<file path="src/core/compare_timer_defines.vh">
`ifndef COMPARE_TIMER_DEFINES_VH
`define COMPARE_TIMER_DEFINES_VH
// Register byte offsets
`define OFS_TIMER_CONTROL_ONE 5'h00
`define OFS_TIMER_CONTROL_TWO 5'h04
`define OFS_COMPARE_VALUE_A   5'h08
`define OFS_COMPARE_VALUE_B   5'h0C
`define OFS_COMPARE_VALUE_C   5'h10
`define OFS_TIMER_STATUS      5'h14
// Fields of timer_control_one
`define C1_RUN_BIT            0
`define C1_START_MODE_BIT     1
`define C1_EDGE_SELECT        2
`define C1_OPPOSITE_EDGE      3
`define C1_MODE_LO            4
`define C1_MODE_HI            5
`define C1_ONE_SHOT           6
`define C1_RESET_ALL          7
`define C1_START_OUTPUT       8
// Fields of timer_control_two
`define C2_INITIAL_LEVEL      0
`define C2_COUNT_LO           1
`define C2_COUNT_HI           2
`define C2_TRIGGER_DISABLE    3
`define C2_CLOCK_LO           4
`define C2_CLOCK_HI           6
`define C2_PRESCALER          7
// Fields of the status word
`define ST_RUNNING            16
`define ST_OUTPUT             17
// Operating modes
`define MODE_TIMER            2'h0
`define MODE_EVENT            2'h1
`define MODE_PULSE            2'h2
// Compare register count codes
`define COUNT_ONE             2'h0
`define COUNT_TWO             2'h1
`define COUNT_THREE           2'h2
// Reset values
`define RST_CONTROL_ONE       9'h000
`define RST_CONTROL_TWO       8'h00
`define RST_COMPARE           16'hFFFF
`endif

</file>
<file path="src/core/compare_timer_trigger_event_pulse.v">
// Behaviour
// - Trigger-start timer counts only after the selected active pin edge.
// - Continuous trigger timer: match A raises interrupt, clears, keeps counting.
// - Continuous trigger timer: trigger while counting stops; next one restarts.
// - One-shot trigger timer: match A interrupts, clears, stops until next trigger.
// - Trigger timer, opposite edge enabled: opposite pin edge clears and stops the counter.
// - Opposite edge disabled: opposite pin edges are ignored, except for the event mode match.
// - Event mode counts each active pin edge chosen by edge select.
// - Event mode: match A interrupts and clears, counting goes on.
// - Event match is taken on the opposite edge; source must keep toggling.
// - Pulse mode starts by command or pin edge, one or both edges.
// - Pulse mode: each match of an active compare register inverts output.
// - Pulse mode interrupt at the highest selected compare value.
// - Reset clears the output flip-flop to 0.
// - Initial level bit, XORed with the start output bit, gives the output's starting value.
// - Writes to compare B and C blocked unless pulse mode selects them.
// - Count field 00 selects A only, 01 selects A and B.
// - Single-shot pulse does not toggle at final match.
// - Active pin edges reset the counter in timer mode and triggered pulse mode while the trigger input is enabled.
// - Sixteen-bit up-counter advanced by the selected source clock.
// - Reset-all clears timer state and output; the interrupt stays low in that cycle.
// - Trigger disable forces the internal trigger to 0.
//
// The placing of the registers and the Avalon-MM register port were left to the implementer.
`include "compare_timer_defines.vh"
`timescale 1ns/1ps
`default_nettype none
module compare_timer_trigger_event_pulse #(
  parameter CNT_W = 16,
  parameter PRE_W = 12
) (
  // Clock and reset
  input  wire        MCLK_I,
  input  wire        RST_I,
  // Avalon-MM slave
  input  wire [4:0]  AVS_ADDRESS_I,
  input  wire        AVS_READ_I,
  input  wire        AVS_WRITE_I,
  input  wire [31:0] AVS_WRITEDATA_I,
  input  wire [3:0]  AVS_BYTEENABLE_I,
  output reg  [31:0] AVS_READDATA_O,
  output wire        AVS_WAITREQUEST_O,
  // Trigger pin and timer outputs
  input  wire        TRIGGER_INPUT_PIN_I,
  output reg         PULSE_PATTERN_OUTPUT_O,
  output reg         MATCH_INTERRUPT_O
);

////////////////////////////////////////////////////////////////////////////////
// Functions

  // Prescaler exponent for the source clock; 0 means no internal tick
  function [3:0] tick_exp;
    input [2:0] sel;
    input       div;
    begin
      case (sel)
        3'h0:    tick_exp = div ? 4'hC : 4'hB;
        3'h1:    tick_exp = div ? 4'h8 : 4'h7;
        3'h2:    tick_exp = div ? 4'h6 : 4'h5;
        3'h3:    tick_exp = div ? 4'h4 : 4'h3;
        3'h4:    tick_exp = div ? 4'h3 : 4'h2;
        3'h5:    tick_exp = div ? 4'h2 : 4'h1;
        default: tick_exp = 4'h0;
      endcase
    end
  endfunction

  // Byte-lane merge of a 16-bit register
  function [15:0] merge16;
    input [15:0] old;
    input [15:0] din;
    input [1:0]  be;
    begin
      merge16 = {be[1] ? din[15:8] : old[15:8], be[0] ? din[7:0] : old[7:0]};
    end
  endfunction

  // Larger of two compare values
  function [15:0] max16;
    input [15:0] a;
    input [15:0] b;
    begin
      max16 = (a > b) ? a : b;
    end
  endfunction

////////////////////////////////////////////////////////////////////////////////
// Register file

  reg  [8:0]       ctrl_one;
  reg  [7:0]       ctrl_two;
  reg  [15:0]      compare_value_a;
  reg  [15:0]      compare_value_b;
  reg  [15:0]      compare_value_c;
  reg              ack;
  reg              reset_all_bit;
  reg  [CNT_W-1:0] count;
  reg              running;
  reg              done;

  wire       run_bit              = ctrl_one[`C1_RUN_BIT];
  wire       start_mode_bit       = ctrl_one[`C1_START_MODE_BIT];
  wire       trigger_edge_select  = ctrl_one[`C1_EDGE_SELECT];
  wire       opposite_edge_enable = ctrl_one[`C1_OPPOSITE_EDGE];
  wire [1:0] mode                 = ctrl_one[`C1_MODE_HI:`C1_MODE_LO];
  wire       one_shot             = ctrl_one[`C1_ONE_SHOT];
  wire       start_output         = ctrl_one[`C1_START_OUTPUT];
  wire       output_initial_level = ctrl_two[`C2_INITIAL_LEVEL];
  wire [1:0] compare_count_field  = ctrl_two[`C2_COUNT_HI:`C2_COUNT_LO];
  wire       trigger_input_disable = ctrl_two[`C2_TRIGGER_DISABLE];
  wire [2:0] source_clock_select  = ctrl_two[`C2_CLOCK_HI:`C2_CLOCK_LO];
  wire       prescaler_select     = ctrl_two[`C2_PRESCALER];

  // B and C are usable only when pulse mode selects them
  wire use_b = (mode == `MODE_PULSE) &&
               ((compare_count_field == `COUNT_TWO) ||
                (compare_count_field == `COUNT_THREE));
  wire use_c = (mode == `MODE_PULSE) &&
               (compare_count_field == `COUNT_THREE);

  // One wait cycle per access keeps read data registered
  wire req = AVS_READ_I | AVS_WRITE_I;
  assign AVS_WAITREQUEST_O = req & ~ack;
  wire wr_go = AVS_WRITE_I & ack;

  // Acknowledge toggles so each request sees exactly one waited cycle
  always @(posedge MCLK_I) begin
    if (RST_I) begin
      ack <= 1'b0;
    end else begin
      ack <= req & ~ack;
    end
  end

  // Register writes; reset-all is a self-clearing strobe
  always @(posedge MCLK_I) begin
    if (RST_I) begin
      ctrl_one        <= `RST_CONTROL_ONE;
      ctrl_two        <= `RST_CONTROL_TWO;
      compare_value_a <= `RST_COMPARE;
      compare_value_b <= `RST_COMPARE;
      compare_value_c <= `RST_COMPARE;
      reset_all_bit   <= 1'b0;
    end else begin
      reset_all_bit <= 1'b0;
      if (wr_go) begin
        case (AVS_ADDRESS_I)
          `OFS_TIMER_CONTROL_ONE: begin
            if (AVS_BYTEENABLE_I[0]) begin
              ctrl_one[7:0] <= {1'b0, AVS_WRITEDATA_I[6:0]};
              reset_all_bit <= AVS_WRITEDATA_I[`C1_RESET_ALL];
            end
            if (AVS_BYTEENABLE_I[1]) begin
              ctrl_one[8] <= AVS_WRITEDATA_I[`C1_START_OUTPUT];
            end
          end
          `OFS_TIMER_CONTROL_TWO: begin
            if (AVS_BYTEENABLE_I[0]) begin
              ctrl_two <= AVS_WRITEDATA_I[7:0];
            end
          end
          `OFS_COMPARE_VALUE_A: begin
            compare_value_a <= merge16(compare_value_a, AVS_WRITEDATA_I[15:0],
                                       AVS_BYTEENABLE_I[1:0]);
          end
          `OFS_COMPARE_VALUE_B: begin
            if (use_b) begin
              compare_value_b <= merge16(compare_value_b, AVS_WRITEDATA_I[15:0],
                                         AVS_BYTEENABLE_I[1:0]);
            end
          end
          `OFS_COMPARE_VALUE_C: begin
            if (use_c) begin
              compare_value_c <= merge16(compare_value_c, AVS_WRITEDATA_I[15:0],
                                         AVS_BYTEENABLE_I[1:0]);
            end
          end
          default: begin
          end
        endcase
      end
    end
  end

  // Read data captured in the waited cycle; unmapped reads give zero
  always @(posedge MCLK_I) begin
    if (RST_I) begin
      AVS_READDATA_O <= 32'h0000_0000;
    end else if (AVS_READ_I && !ack) begin
      case (AVS_ADDRESS_I)
        `OFS_TIMER_CONTROL_ONE: AVS_READDATA_O <= {23'h000000, ctrl_one};
        `OFS_TIMER_CONTROL_TWO: AVS_READDATA_O <= {24'h000000, ctrl_two};
        `OFS_COMPARE_VALUE_A:   AVS_READDATA_O <= {16'h0000, compare_value_a};
        `OFS_COMPARE_VALUE_B:   AVS_READDATA_O <= {16'h0000, compare_value_b};
        `OFS_COMPARE_VALUE_C:   AVS_READDATA_O <= {16'h0000, compare_value_c};
        `OFS_TIMER_STATUS:      AVS_READDATA_O <= {14'h0000, PULSE_PATTERN_OUTPUT_O,
                                                   running, count};
        default:                AVS_READDATA_O <= 32'h0000_0000;
      endcase
    end
  end

////////////////////////////////////////////////////////////////////////////////
// Source clock and trigger edges

  reg  [PRE_W-1:0] pre_cnt;
  reg              trig_prev;

  // Free-running prescaler; a tick is the wrap of its low bits
  always @(posedge MCLK_I) begin
    if (RST_I) begin
      pre_cnt <= {PRE_W{1'b0}};
    end else begin
      pre_cnt <= pre_cnt + 1'b1;
    end
  end

  wire [3:0]       exp_now  = tick_exp(source_clock_select, prescaler_select);
  wire [PRE_W-1:0] pre_mask = ({{(PRE_W-1){1'b0}}, 1'b1} << exp_now) - 1'b1;
  wire             tick     = (exp_now != 4'h0) &&
                              ((pre_cnt & pre_mask) == pre_mask);

  // Disabled trigger reads as a constant low
  wire trig_in = trigger_input_disable ? 1'b0 : TRIGGER_INPUT_PIN_I;

  always @(posedge MCLK_I) begin
    if (RST_I) begin
      trig_prev <= 1'b0;
    end else begin
      trig_prev <= trig_in;
    end
  end

  wire rise     = trig_in & ~trig_prev;
  wire fall     = ~trig_in & trig_prev;
  wire act_edge = trigger_edge_select ? fall : rise;
  wire opp_edge = trigger_edge_select ? rise : fall;

////////////////////////////////////////////////////////////////////////////////
// Counter, output flip-flop and match interrupt

  wire [15:0] b_sel = use_b ? compare_value_b : 16'h0000;
  wire [15:0] c_sel = use_c ? compare_value_c : 16'h0000;
  wire [15:0] top   = max16(compare_value_a, max16(b_sel, c_sel));
  wire        hit_a   = (count == compare_value_a);
  wire        hit_any = hit_a || (use_b && count == compare_value_b) ||
                        (use_c && count == compare_value_c);
  wire        hit_top = (count == top);
  wire        start_level = output_initial_level ^ start_output;
  // Pulse trigger: active edge, or either edge when both are enabled
  wire        pulse_trig  = opposite_edge_enable ? (rise | fall) : act_edge;

  // Main timer engine; run bit low keeps everything idle
  always @(posedge MCLK_I) begin
    if (RST_I) begin
      count                  <= {CNT_W{1'b0}};
      running                <= 1'b0;
      done                   <= 1'b0;
      PULSE_PATTERN_OUTPUT_O <= 1'b0;
      MATCH_INTERRUPT_O      <= 1'b0;
    end else begin
      MATCH_INTERRUPT_O <= 1'b0;
      if (reset_all_bit) begin
        // Interrupt pulse keeps the low default set above
        count                  <= {CNT_W{1'b0}};
        running                <= 1'b0;
        done                   <= 1'b0;
        PULSE_PATTERN_OUTPUT_O <= 1'b0;
      end else if (!run_bit) begin
        count                  <= {CNT_W{1'b0}};
        running                <= 1'b0;
        done                   <= 1'b0;
        PULSE_PATTERN_OUTPUT_O <= output_initial_level;
      end else begin
        case (mode)
          `MODE_TIMER: begin
            if (start_mode_bit) begin
              if (act_edge) begin
                count <= {CNT_W{1'b0}};
                // Continuous mode toggles run; one-shot always restarts
                running <= (running && !one_shot) ? 1'b0 : 1'b1;
              end else if (opp_edge && opposite_edge_enable) begin
                count   <= {CNT_W{1'b0}};
                running <= 1'b0;
              end else if (running && tick) begin
                if (hit_a) begin
                  MATCH_INTERRUPT_O <= 1'b1;
                  count             <= {CNT_W{1'b0}};
                  if (one_shot) begin
                    running <= 1'b0;
                  end
                end else begin
                  count <= count + 1'b1;
                end
              end
            end else begin
              running <= 1'b1;
              if (act_edge) begin
                count <= {CNT_W{1'b0}};
              end else if (tick) begin
                if (hit_a) begin
                  MATCH_INTERRUPT_O <= 1'b1;
                  count             <= {CNT_W{1'b0}};
                end else begin
                  count <= count + 1'b1;
                end
              end
            end
          end
          `MODE_EVENT: begin
            running <= 1'b1;
            if (act_edge) begin
              count <= count + 1'b1;
            end else if (opp_edge && hit_a) begin
              // Match only seen on the edge after the counting edge
              MATCH_INTERRUPT_O <= 1'b1;
              count             <= {CNT_W{1'b0}};
            end
          end
          `MODE_PULSE: begin
            if (start_mode_bit && pulse_trig) begin
              count                  <= {CNT_W{1'b0}};
              running                <= 1'b1;
              PULSE_PATTERN_OUTPUT_O <= start_level;
            end else if (!start_mode_bit && !running && !done) begin
              count                  <= {CNT_W{1'b0}};
              running                <= 1'b1;
              PULSE_PATTERN_OUTPUT_O <= start_level;
            end else if (running && tick) begin
              if (hit_any && !(one_shot && hit_top)) begin
                PULSE_PATTERN_OUTPUT_O <= ~PULSE_PATTERN_OUTPUT_O;
              end
              if (hit_top) begin
                MATCH_INTERRUPT_O <= 1'b1;
                count             <= {CNT_W{1'b0}};
                if (one_shot) begin
                  running <= 1'b0;
                  done    <= 1'b1;
                end
              end else begin
                count <= count + 1'b1;
              end
            end
          end
          default: begin
            running <= 1'b0;
          end
        endcase
      end
    end
  end

endmodule // compare_timer_trigger_event_pulse
`default_nettype wire

</file>
<file path="config.mk">
export PLATFORM = sky130hd
export DESIGN_NAME = compare_timer_trigger_event_pulse
export DESIGN_NICKNAME = d
export VERILOG_FILES = /design/src/core/compare_timer_trigger_event_pulse.v
export VERILOG_INCLUDE_DIRS = /design/src /design/src/core
export SDC_FILE = /design/constraint.sdc
export NUM_CORES = 1
export LEC_CHECK = 0
export BUFFER_PORTS_ARGS = -buffer_cell sky130_fd_sc_hd__buf_4
export CORE_ASPECT_RATIO = 1.1
export CORE_UTILIZATION = 45
export DETAILED_ROUTE_END_ITERATION = 8
export PLACE_DENSITY = 0.61
export REMOVE_ABC_BUFFERS = 1
export SLEW_MARGIN = 10
export SYNTH_ARGS = -nofsm -noshare
export SYNTH_HDL_FRONTEND = slang
export SYNTH_SLANG_ARGS = --single-unit
</file>
<file path="constraint.sdc">
create_clock -name MCLK_I -period 7.84 [get_ports MCLK_I]
set_input_delay 1.176 -clock MCLK_I [delete_from_list [all_inputs] [get_ports MCLK_I]]
set_output_delay 1.176 -clock MCLK_I [all_outputs]
set_load 0.01 [all_outputs]
</file>
* After elaboration in Yosys (flattened, before gate mapping)
Cells that the tools add are included.
** Cells by class
- Reductions and logical operators :: 45
- Bitwise gates (word level) :: 18
- Equal/unequal tests :: 28
- Multiplexer cells :: 62
- Shift operators :: 1
- $add $sub $neg :: 3
- Order comparisons :: 2
** Operator list (count)
- two-way mux 16 bit :: 17
- one-hot mux 18 bit (6 select lines) :: 1
- == test 16 bit :: 4
- one-hot mux 16 bit (3 select lines) :: 1
- two-way mux 1 bit :: 35
- > comparator 16 bit :: 2
- one-hot mux 4 bit (6 select lines) :: 1
- AND reduction 4 bit :: 5
- AND reduction 3 bit :: 6
- adder 16 x 1 -> 16 bit (second input constant) :: 1
- logical AND 1 bit :: 15
- adder 12 x 1 -> 12 bit (second input constant) :: 1
- AND 12 bit :: 1
- == test 12 bit :: 1
- inequality test 4 x 1 -> 1 bit (second input constant) :: 3
- left shift 1 x 4 -> 12 bit (first input constant) :: 1
- subtractor 12 x 1 -> 12 bit (second input constant) :: 1
- == test 5 x 4 -> 1 bit (second input constant) :: 2
- == test 5 bit (second input constant) :: 2
- inequality test 5 bit (second input constant) :: 2
- NOT 1 bit :: 10
- == test 3 x 2 -> 1 bit (second input constant) :: 2
- == test 3 bit (second input constant) :: 2
- zero test 1 bit :: 6
- 26 further kinds :: 37
** Word-level totals
- Input port bits :: 46
- Output and inout port bits :: 35
- Bits in registers :: 131
- Word-level logic and storage cells :: 178

* Logic depth before layout (Yosys ltp)
Gate-level depths: netlist (run 1).
- Depth after elaboration :: 18
- Depth in mapped cells :: 32
- Mapped depth without buffers :: 25

* Least setup slack after synthesis (run 1)
OpenSTA, ideal clock, no wires.
- Path type :: register to register
- Start :: register ctrl_two[1]
- End :: register count[10]
- Cell stages (with the launch flop) :: 33
- Data arrival time :: 6264 ps
- Clock period less this slack :: 6381 ps
- Path buffers :: 7
- Slack :: 1459 ps
- Setup time :: 117 ps
- Required time :: 7723 ps
- Cell sequence :: dfxtp_1 inv_1 ha_1 nor2b_1 clkbuf_1 clkbuf_1 nand2_1 inv_1 ha_1 nand4_2 nor2_1 or4_1 o31a_1 buf_6 buf_12 mux2i_1 inv_1 ha_1 a21oi_1 a31oi_1 a211oi_1 nor4b_1 a211o_1 clkbuf_2 clkbuf_4 mux2i_1 xor2_1 nand4_2 nor4_4 o21ai_0 o21bai_2 buf_2 nor2_1
** On the way
- Longest elaborated chain between the ends :: 14
- Elaborated cells between the ends (all ways) :: 17
- Classes of those cells :: order compare (2); eq/ne (3); mux (9); reduce/logical (3)
** RTL lines
- start, declared :: line compare_timer_trigger_event_pulse.v:92 : reg [7:0] ctrl_two;
- start signal, assigned :: line compare_timer_trigger_event_pulse.v:140 : ctrl_two <= `RST_CONTROL_TWO;
- start signal, assigned :: line compare_timer_trigger_event_pulse.v:160 : ctrl_two <= AVS_WRITEDATA_I[7:0];
- == test 2 x 1 -> 1 bit (no source line) or == test 2 bit (tied branches)
- logical OR 1 bit :: line compare_timer_trigger_event_pulse.v:117 : ((compare_count_field == `COUNT_TWO) ||
- logical AND 1 bit :: line compare_timer_trigger_event_pulse.v:116 : wire use_b = (mode == `MODE_PULSE) &&
- two-way mux 16 bit :: line compare_timer_trigger_event_pulse.v:243 : wire [15:0] b_sel = use_b ? compare_value_b : 16'h0000;
- > comparator 16 bit :: line compare_timer_trigger_event_pulse.v:84 : max16 = (a > b) ? a : b;
- two-way mux 16 bit * :: line compare_timer_trigger_event_pulse.v:84
- > comparator 16 bit :: line compare_timer_trigger_event_pulse.v:84
- two-way mux 16 bit * :: line compare_timer_trigger_event_pulse.v:84
- == test 16 bit * :: line compare_timer_trigger_event_pulse.v:249 : wire hit_top = (count == top);
- two-way mux 16 bit * :: line compare_timer_trigger_event_pulse.v:334 : if (hit_top) begin
- two-way mux 16 bit * :: line compare_timer_trigger_event_pulse.v:330 : end else if (running && tick) begin
- two-way mux 16 bit * :: line compare_timer_trigger_event_pulse.v:326 : end else if (!start_mode_bit && !running && !done) begin
- two-way mux 16 bit * :: line compare_timer_trigger_event_pulse.v:322 : if (start_mode_bit && pulse_trig) begin
- one-hot mux 16 bit (3 select lines) * :: line compare_timer_trigger_event_pulse.v:276 : case (mode)
- end signal, assigned :: line compare_timer_trigger_event_pulse.v:280 : count <= {CNT_W{1'b0}};
- end signal, assigned :: line compare_timer_trigger_event_pulse.v:323 : count <= {CNT_W{1'b0}};
- end signal, assigned :: line compare_timer_trigger_event_pulse.v:327 : count <= {CNT_W{1'b0}};
- end, declared :: line compare_timer_trigger_event_pulse.v:98 : reg [CNT_W-1:0] count;
Every way passes the cells marked *; elsewhere a longest branch is shown, timed or not. The select of a mux whose other input is x is not followed.
A chain may end at the register's enable or synchronous reset.

* Worst setup path in the final report (run 1)
- Start :: register ctrl_one[4]
- End :: register count[8]
** On the way
- Longest elaborated chain between the ends :: 13
- Elaborated cells between the ends (all ways) :: 23
- Classes of those cells :: order compare (2); eq/ne (7); mux (9); reduce/logical (5)
** RTL lines
- start, declared :: line compare_timer_trigger_event_pulse.v:91 : reg [8:0] ctrl_one;
- start signal, assigned :: line compare_timer_trigger_event_pulse.v:139 : ctrl_one <= `RST_CONTROL_ONE;
- start signal, assigned :: line compare_timer_trigger_event_pulse.v:151 : ctrl_one[7:0] <= {1'b0, AVS_WRITEDATA_I[6:0]};
- == test 2 bit :: line compare_timer_trigger_event_pulse.v:276
- logical AND 1 bit, on equally long branches :: line compare_timer_trigger_event_pulse.v:116, compare_timer_trigger_event_pulse.v:119
- two-way mux 16 bit, on equally long branches :: line compare_timer_trigger_event_pulse.v:243, compare_timer_trigger_event_pulse.v:244
- > comparator 16 bit :: line compare_timer_trigger_event_pulse.v:84
- two-way mux 16 bit :: line compare_timer_trigger_event_pulse.v:84
- > comparator 16 bit :: line compare_timer_trigger_event_pulse.v:84
- two-way mux 16 bit :: line compare_timer_trigger_event_pulse.v:84
- == test 16 bit :: line compare_timer_trigger_event_pulse.v:249
- two-way mux 16 bit :: line compare_timer_trigger_event_pulse.v:334
- two-way mux 16 bit :: line compare_timer_trigger_event_pulse.v:330
- two-way mux 16 bit :: line compare_timer_trigger_event_pulse.v:326
- two-way mux 16 bit :: line compare_timer_trigger_event_pulse.v:322
- one-hot mux 16 bit (3 select lines) :: line compare_timer_trigger_event_pulse.v:276
Parallel ways exist; a longest one is shown, timed or not. The select of a mux whose other input is x is not followed.

==> flow_summary.yaml, run 1 <==
status:
  status: "finished clean"
cts:
  cts-root-buf: "clkbuf_16"
  clock_latency_ns: 0.42
  cts_tree: "built"
  cts_buffers: 17
  clock_sinks: 117
  cts_setup_buffers: 0
  clock_path_buffers: 2
  postCtsHoldBufs: 0
  cts_max_level: 4
  clk_pin_slew_worst_paths_ns: 0.06
  ctsResizeCount: 0
die:
  ios: 81
  start_util_pct: 45.8
  fp.dieH_um: 140
  coreArea_um2: 17000
  die_x_um: 128
  die_area_um2: 17900
  rows: 50
critical_path:
  cp_max_fo: 18
  crit_path_end_kind: "flop"
  cpMaxStageDelayCell: "nor4_1"
  crit_arrival_ns: 7.18
  worst-endpoint-required_ns: 8.15
  crit_type: "reg -> reg"
  crit_top_cell: "buf_4"
  critPathMaxStageDelay_ns: 0.52
  worstSetupStartpointType: "flop"
timing:
  rsz0062_at_grt: "no"
  fin_setup_tns_ns: 0
  period_share_pct: 87.7
  fmax_ghz: 0.145
  relSlewSlack_pct: 34.6
  finalHoldViolCount: 0
  hold_slack_ns: 0.449
  finalClockSkew_ns: 0.00796
  fin_crit_ns: 6.88
  drv_slew: 0
  worst_slew_pin_slew_ns: 0.978
  finalSetupViolCount: 0
global_routing:
  track_usage_pct: 24.7
  gr-total-overflow: 0
  grt_pass1_vias: 6222
  grt_pass1_wl_um: 33800
  grt_max_degree: 51
  antenna_found_initial: 0
finish:
  layout_commonest_cell: "dfxtp_1"
  area_growth_pct: 13.9
  fillerInstances: 1661
  utilization_pct: 52.2
  diodes: 0
  drive_gt1_share_pct: 11.5
  nets: 1042
  finalNonFillerCells: 1201
  final_cell_mix: "dfxtp_1, nor2_1, mux2i_1"
route:
  drt_wl_total_um: 21000
  vias: 6685
  firstDrtPassIters: 5
  wl_per_cell_um: 17.5
  drt_iter0_drc: 395
  viasPerCell: 5.57
  drc_errors: 0
  ant_nets: 0
yosys:
  ys_seq_area_share_pct: 30.0
  ys_ff_latch: 117
  ys_warn_count: 0
  ys.flop_type: "dfxtp_1"
  syn_avg_cell_area_um2: 8.38
  synth_area_leaders: "dfxtp_1, mux2i_1, ha_1, xnor2_1, a211o_1"
  synthesis.area_um2: 7800
  synth_top_area_share_pct: 30.0
  syn_inst: 931
  synth_edf_count: 0
  async_reset_ff_share_pct: 0
  synth_top_area_cell: "dfxtp_1"
  ys_types: 61
placement:
  port_buffers: 48
  dp_hpwl_um: 15400
  place_congestion: 0.916
  dp_cells: 1169
power:
  pwr_density_cell_nw_per_um2: 166
  p_leak_nw: 3.48
  finalPower_mw: 1.47
  peakVddDrop_mv: 0.150
min_path:
  hold_class: "reg -> reg"
job:
  drv_cap: 0
## layer usage
layer	GRT usage, %	vias up	share of wire [%]
li1	-	3311	-
met1	31.8	3164	46
met2	40.4	176	48
met3	4.66	34	4.0
met4	9.71	0	2.7
met5	0	-	0
## worst max-delay path, delay by kind of cell (launching register included)
family / cells / cell delay, ns
adder cells (fa/ha/maj): 3 / 0.88
multiplexers: 2 / 0.53
AO/OA/AOI/OAI: 7 / 1.55
buffers and inverters: 7 / 1.14
flip-flops: 1 / 0.42
AND/OR/NAND/NOR: 9 / 2.02
XOR/XNOR: 1 / 0.22
## sequential cells by signal, indices dropped and copies added (netlist names)
name	count
compare_value_a	16
AVS_READDATA_O	18
done	1
count	16
compare_value_b	16
PULSE_PATTERN_OUTPUT_O	1
ctrl_two	8
running	1
ctrl_one	8
ack	1
reset_all_bit	1
MATCH_INTERRUPT_O	1
compare_value_c	16
pre_cnt	12
trig_prev	1
## Yosys cell counts (all sizes together), types with 2 or more instances
library cell / n
nand2: 64
xor2: 35
dfxtp: 117
a21oi: 40
xnor2: 52
a22oi: 12
ha: 42
or4: 3
o31a: 2
nand2b: 7
o22ai: 16
clkbuf: 48
o21ai: 19
nor3b: 4
nor2b: 55
and2: 4
nand4: 27
and3: 4
mux2i: 80
a211oi: 10
o211ai: 4
inv: 42
a21boi: 3
or3: 3
nor4b: 4
buf: 28
a221oi: 3
nor3: 14
a31oi: 3
nor2: 80
or4b: 3
nand3: 26
nor4: 9
a211o: 49
a21o: 4
## layout make-up
cell class                      instances  area [um2]  share of cell area (%)
Tap cell                              234         293                    3.30
Clock buffer                           19         433                    4.87
Timing Repair Buffer                   67         503                    5.66
Sequential cell                       117        2340                    26.4
Multi-Input combinational cell        709        5000                    56.3
Inverter                               42         158                    1.77
Clock inverter                         13         156                    1.76
## stage by stage
step | setup WS (ns) | instance area (um2)
after global placement | 1.06 | 8290
after floorplan | 1.10 | 7480
after detailed placement | 1.03 | 8290
final | 0.965 | 8880
after global routing | 0.230 | 8880
after CTS | 0.952 | 8880
## cells by family (layout without fill, tap and decap cells)
| group | count (synthesis) | count (layout) | share of synthesized area, % |
|---|---|---|---|
| DFF | 117 | 117 | 30.0 |
| AOI/OAI and AO/OA | 174 | 174 | 15.7 |
| buffers and inverters | 118 | 141 | 6.78 |
| adders and majority gates | 42 | 42 | 6.74 |
| muxes | 81 | 81 | 10.4 |
| other | 1 | 14 | 0.0481 |
| xor gates and xnor gates | 87 | 87 | 9.77 |
| and+or+nand+nor | 311 | 311 | 20.6 |
## power by group
group	internal, mW	switching [mW]
registers	0.600	0.00466
clock network	0.498	0.290
logic	0.0316	0.0497
total	1.13	0.345
## final timing paths
kind / slack [ns] / start / cells past startpoint / end
min reg2reg: 0.45 / AVS_READDATA_O[16] / 2 / AVS_READDATA_O[16]
min: 0.45 / AVS_READDATA_O[16] / 2 / AVS_READDATA_O[16]
max: 0.96 / ctrl_one[4] / 29 / count[8]
max reg2reg: 0.96 / ctrl_one[4] / 29 / count[8]
Power figures use the tool's default switching activity.
==> run 2, diff against run 1 <==
--- a/config.mk
+++ b/config.mk
@@ -9,8 +9,9 @@
 export BUFFER_PORTS_ARGS = -buffer_cell sky130_fd_sc_hd__buf_4
 export CORE_ASPECT_RATIO = 1.1
 export CORE_UTILIZATION = 45
+export CTS_CLUSTER_DIAMETER = 120
 export DETAILED_ROUTE_END_ITERATION = 8
-export PLACE_DENSITY = 0.61
+export PLACE_DENSITY_LB_ADDON = 0.3
 export REMOVE_ABC_BUFFERS = 1
 export SLEW_MARGIN = 10
 export SYNTH_ARGS = -nofsm -noshare
==> constraint.sdc (replaced) <==
create_clock -name MCLK_I -period 7.84 [get_ports MCLK_I]
set_input_delay 1.176 -clock MCLK_I [delete_from_list [all_inputs] [get_ports MCLK_I]]
set_output_delay 1.176 -clock MCLK_I [all_outputs]
set_load 0.02 [all_outputs]
==> run 2 against run 1 <==
Hold slack better by 0.0032 ns. Critical endpoint is now count[9]. Design area hardly changed. Die area stayed put. Via count is 1.3% higher. Clock skew is 0.0016 ns higher. Non-clock buffer count is 2 lower. First-iteration DRC count is 18% higher. Clock power is 2% higher. Global-route usage is 0.15 points higher. Combinational power is 7.1% higher. Sequential share of layout area hardly changed. Clock-buffer cell count is 1 higher.
==> flow_summary.yaml, run 2 (synthesis gave the netlist of run 1 again) <==
cts:
  cts_tree: "built"
  cts_buffers: 17
  cts_max_level: 4
  clock_sinks: 117
  clock_path_buffers: 2
  postCtsHoldBufs: 0
  cts_setup_buffers: 0
  clk_pin_slew_worst_paths_ns: 0.06
  cts-root-buf: "clkbuf_16"
  ctsResizeCount: 0
  clock_latency_ns: 0.42
critical_path:
  worst-endpoint-required_ns: 8.15
  crit_arrival_ns: 7.59
  crit_type: "reg -> reg"
  worstSetupStartpointType: "flop"
  cp_max_fo: 18
  cpMaxStageDelayCell: "o31a_1"
  critPathMaxStageDelay_ns: 0.55
  crit_path_end_kind: "flop"
  crit_family: "compound AO/OA/AOI/OAI gates"
  crit_buf_inv: 6
finish:
  finalNonFillerCells: 1198
  largest_reg_flops: 18
  fillerInstances: 1640
  largest_register: "AVS_READDATA_O"
  diodes: 0
  drive_gt1_share_pct: 11.3
  final_cell_mix: "dfxtp_1, nor2_1, mux2i_1"
  nets: 1040
  layout_commonest_cell: "dfxtp_1"
  area_growth_pct: 13.9
power:
  p_leak_nw: 3.47
  seqPwrFrac_pct: 40.4
  p_int_mw: 1.15
  clock_power_share_pct: 53.8
  p_comb_share_pct: 5.8
  p_sw_share_pct: 23.4
  net-switching-power_mw: 0.350
  pwr_density_cell_nw_per_um2: 169
  peakVddDrop_mv: 0.155
die:
  start_util_pct: 45.8
  ios: 81
  fp.dieH_um: 140
  die_x_um: 128
  coreArea_um2: 17000
  die_area_um2: 17900
  rows: 50
route:
  drt_iter0_drc: 465
  vias: 6771
  drt_wl_total_um: 21100
  ant_nets: 0
  drc_errors: 0
  viasPerCell: 5.65
  firstDrtPassIters: 5
  wl_per_cell_um: 17.6
job:
  drv_cap: 0
timing:
  finalClockSkew_ns: 0.00955
  relSlewSlack_pct: 30.4
  rsz0062_at_grt: "no"
  drv_slew: 0
  period_share_pct: 92.9
  finalHoldViolCount: 0
  fin_crit_ns: 7.28
  worst_slew_pin_slew_ns: 1.04
  fin_setup_tns_ns: 0
  fmax_ghz: 0.137
  finalSetupViolCount: 0
placement:
  place_congestion: 0.934
  dp_cells: 1167
  dp_hpwl_um: 15200
  port_buffers: 48
global_routing:
  antenna_found_initial: 0
  track_usage_pct: 24.8
  grt_pass1_vias: 6566
  gr-total-overflow: 0
  grt_pass1_wl_um: 34600
  grt_max_degree: 99
min_path:
  hold_class: "reg -> reg"
status:
  status: "finished clean"
==> run 2: changes by cell type in the layout (fill, tap and decap cells not counted) <==
| cell | before | now |
|---|---|---|
| buf_4 | 67 | 65 |
| clkinv_2 | 5 | 2 |
| clkinv_4 | 1 | 2 |
| clkbuf_1 | 2 | 1 |
| clkbuf_8 | 0 | 2 |
==> run 2: power groups by stage <==
stage                     Sequential, mW  Combinational (mW)  Clock, mW
after CTS                          0.605              0.0875      0.814
after global placement             0.617              0.0859          0
final                              0.605              0.0872      0.806
after detailed placement           0.618              0.0871          0
after global routing               0.605              0.0953      0.842
after floorplan                    0.620              0.0384          0
==> run 2: per-stage QoR <==
step	area, um2	hold slack [ns]	worst slack, ns	utilization, %	power (mW)
6_report	8880	0.452	0.558	52.2	1.50
3_3_place_gp	8280	0.443	0.807	48.6	0.703
5_1_grt	8880	0.492	0.0288	52.2	1.54
3_5_place_dp	8280	0.445	0.724	48.6	0.705
4_1_cts	8880	0.453	0.692	52.2	1.51
2_1_floorplan	7480	0.430	1.10	-	0.659
==> run 2: final timing paths <==
kind | start | endpoint | slack [ns] | cells past startpoint
worst max-delay path | ctrl_one[4] | count[9] | 0.56 | 28
worst min-delay path | AVS_READDATA_O[17] | AVS_READDATA_O[17] | 0.45 | 2
worst max register to register | ctrl_one[4] | count[9] | 0.56 | 28
worst min register to register | AVS_READDATA_O[17] | AVS_READDATA_O[17] | 0.45 | 2
==> run 2: worst reg2reg max path, delay by kind of cell (launching register included) <==
kind	cells	cell delay (ns)
AO/OA/AOI/OAI	8	2.13
AND/OR/NAND/NOR	8	1.98
adder cells (fa/ha/maj)	3	1.00
buffers and inverters	6	0.82
multiplexers	2	0.56
flip-flops	1	0.43
XOR/XNOR	1	0.25
==> run 2: layer usage <==
layer / part of all wire [%] / wire length [um] / GRT usage, % / vias up
met1: 46 / 9610 / 31.5 / 3276
li1: - / - / - / 3300
met3: 4.2 / 881 / 4.70 / 33
met5: 0 / 0 / 0 / -
met2: 48 / 10100 / 41.8 / 162
met4: 2.2 / 461 / 8.65 / 0
==> run 2: cell type report <==
class                   count  area, um2  share of cell area [%]
repair buffers             65        488                    5.49
clock inverters            11        150                    1.69
inverters                  42        158                    1.77
well taps                 234        293                    3.30
clock buffers              20        457                    5.14
multi-input cells         709       5000                    56.2
flip-flops and latches    117       2340                    26.4
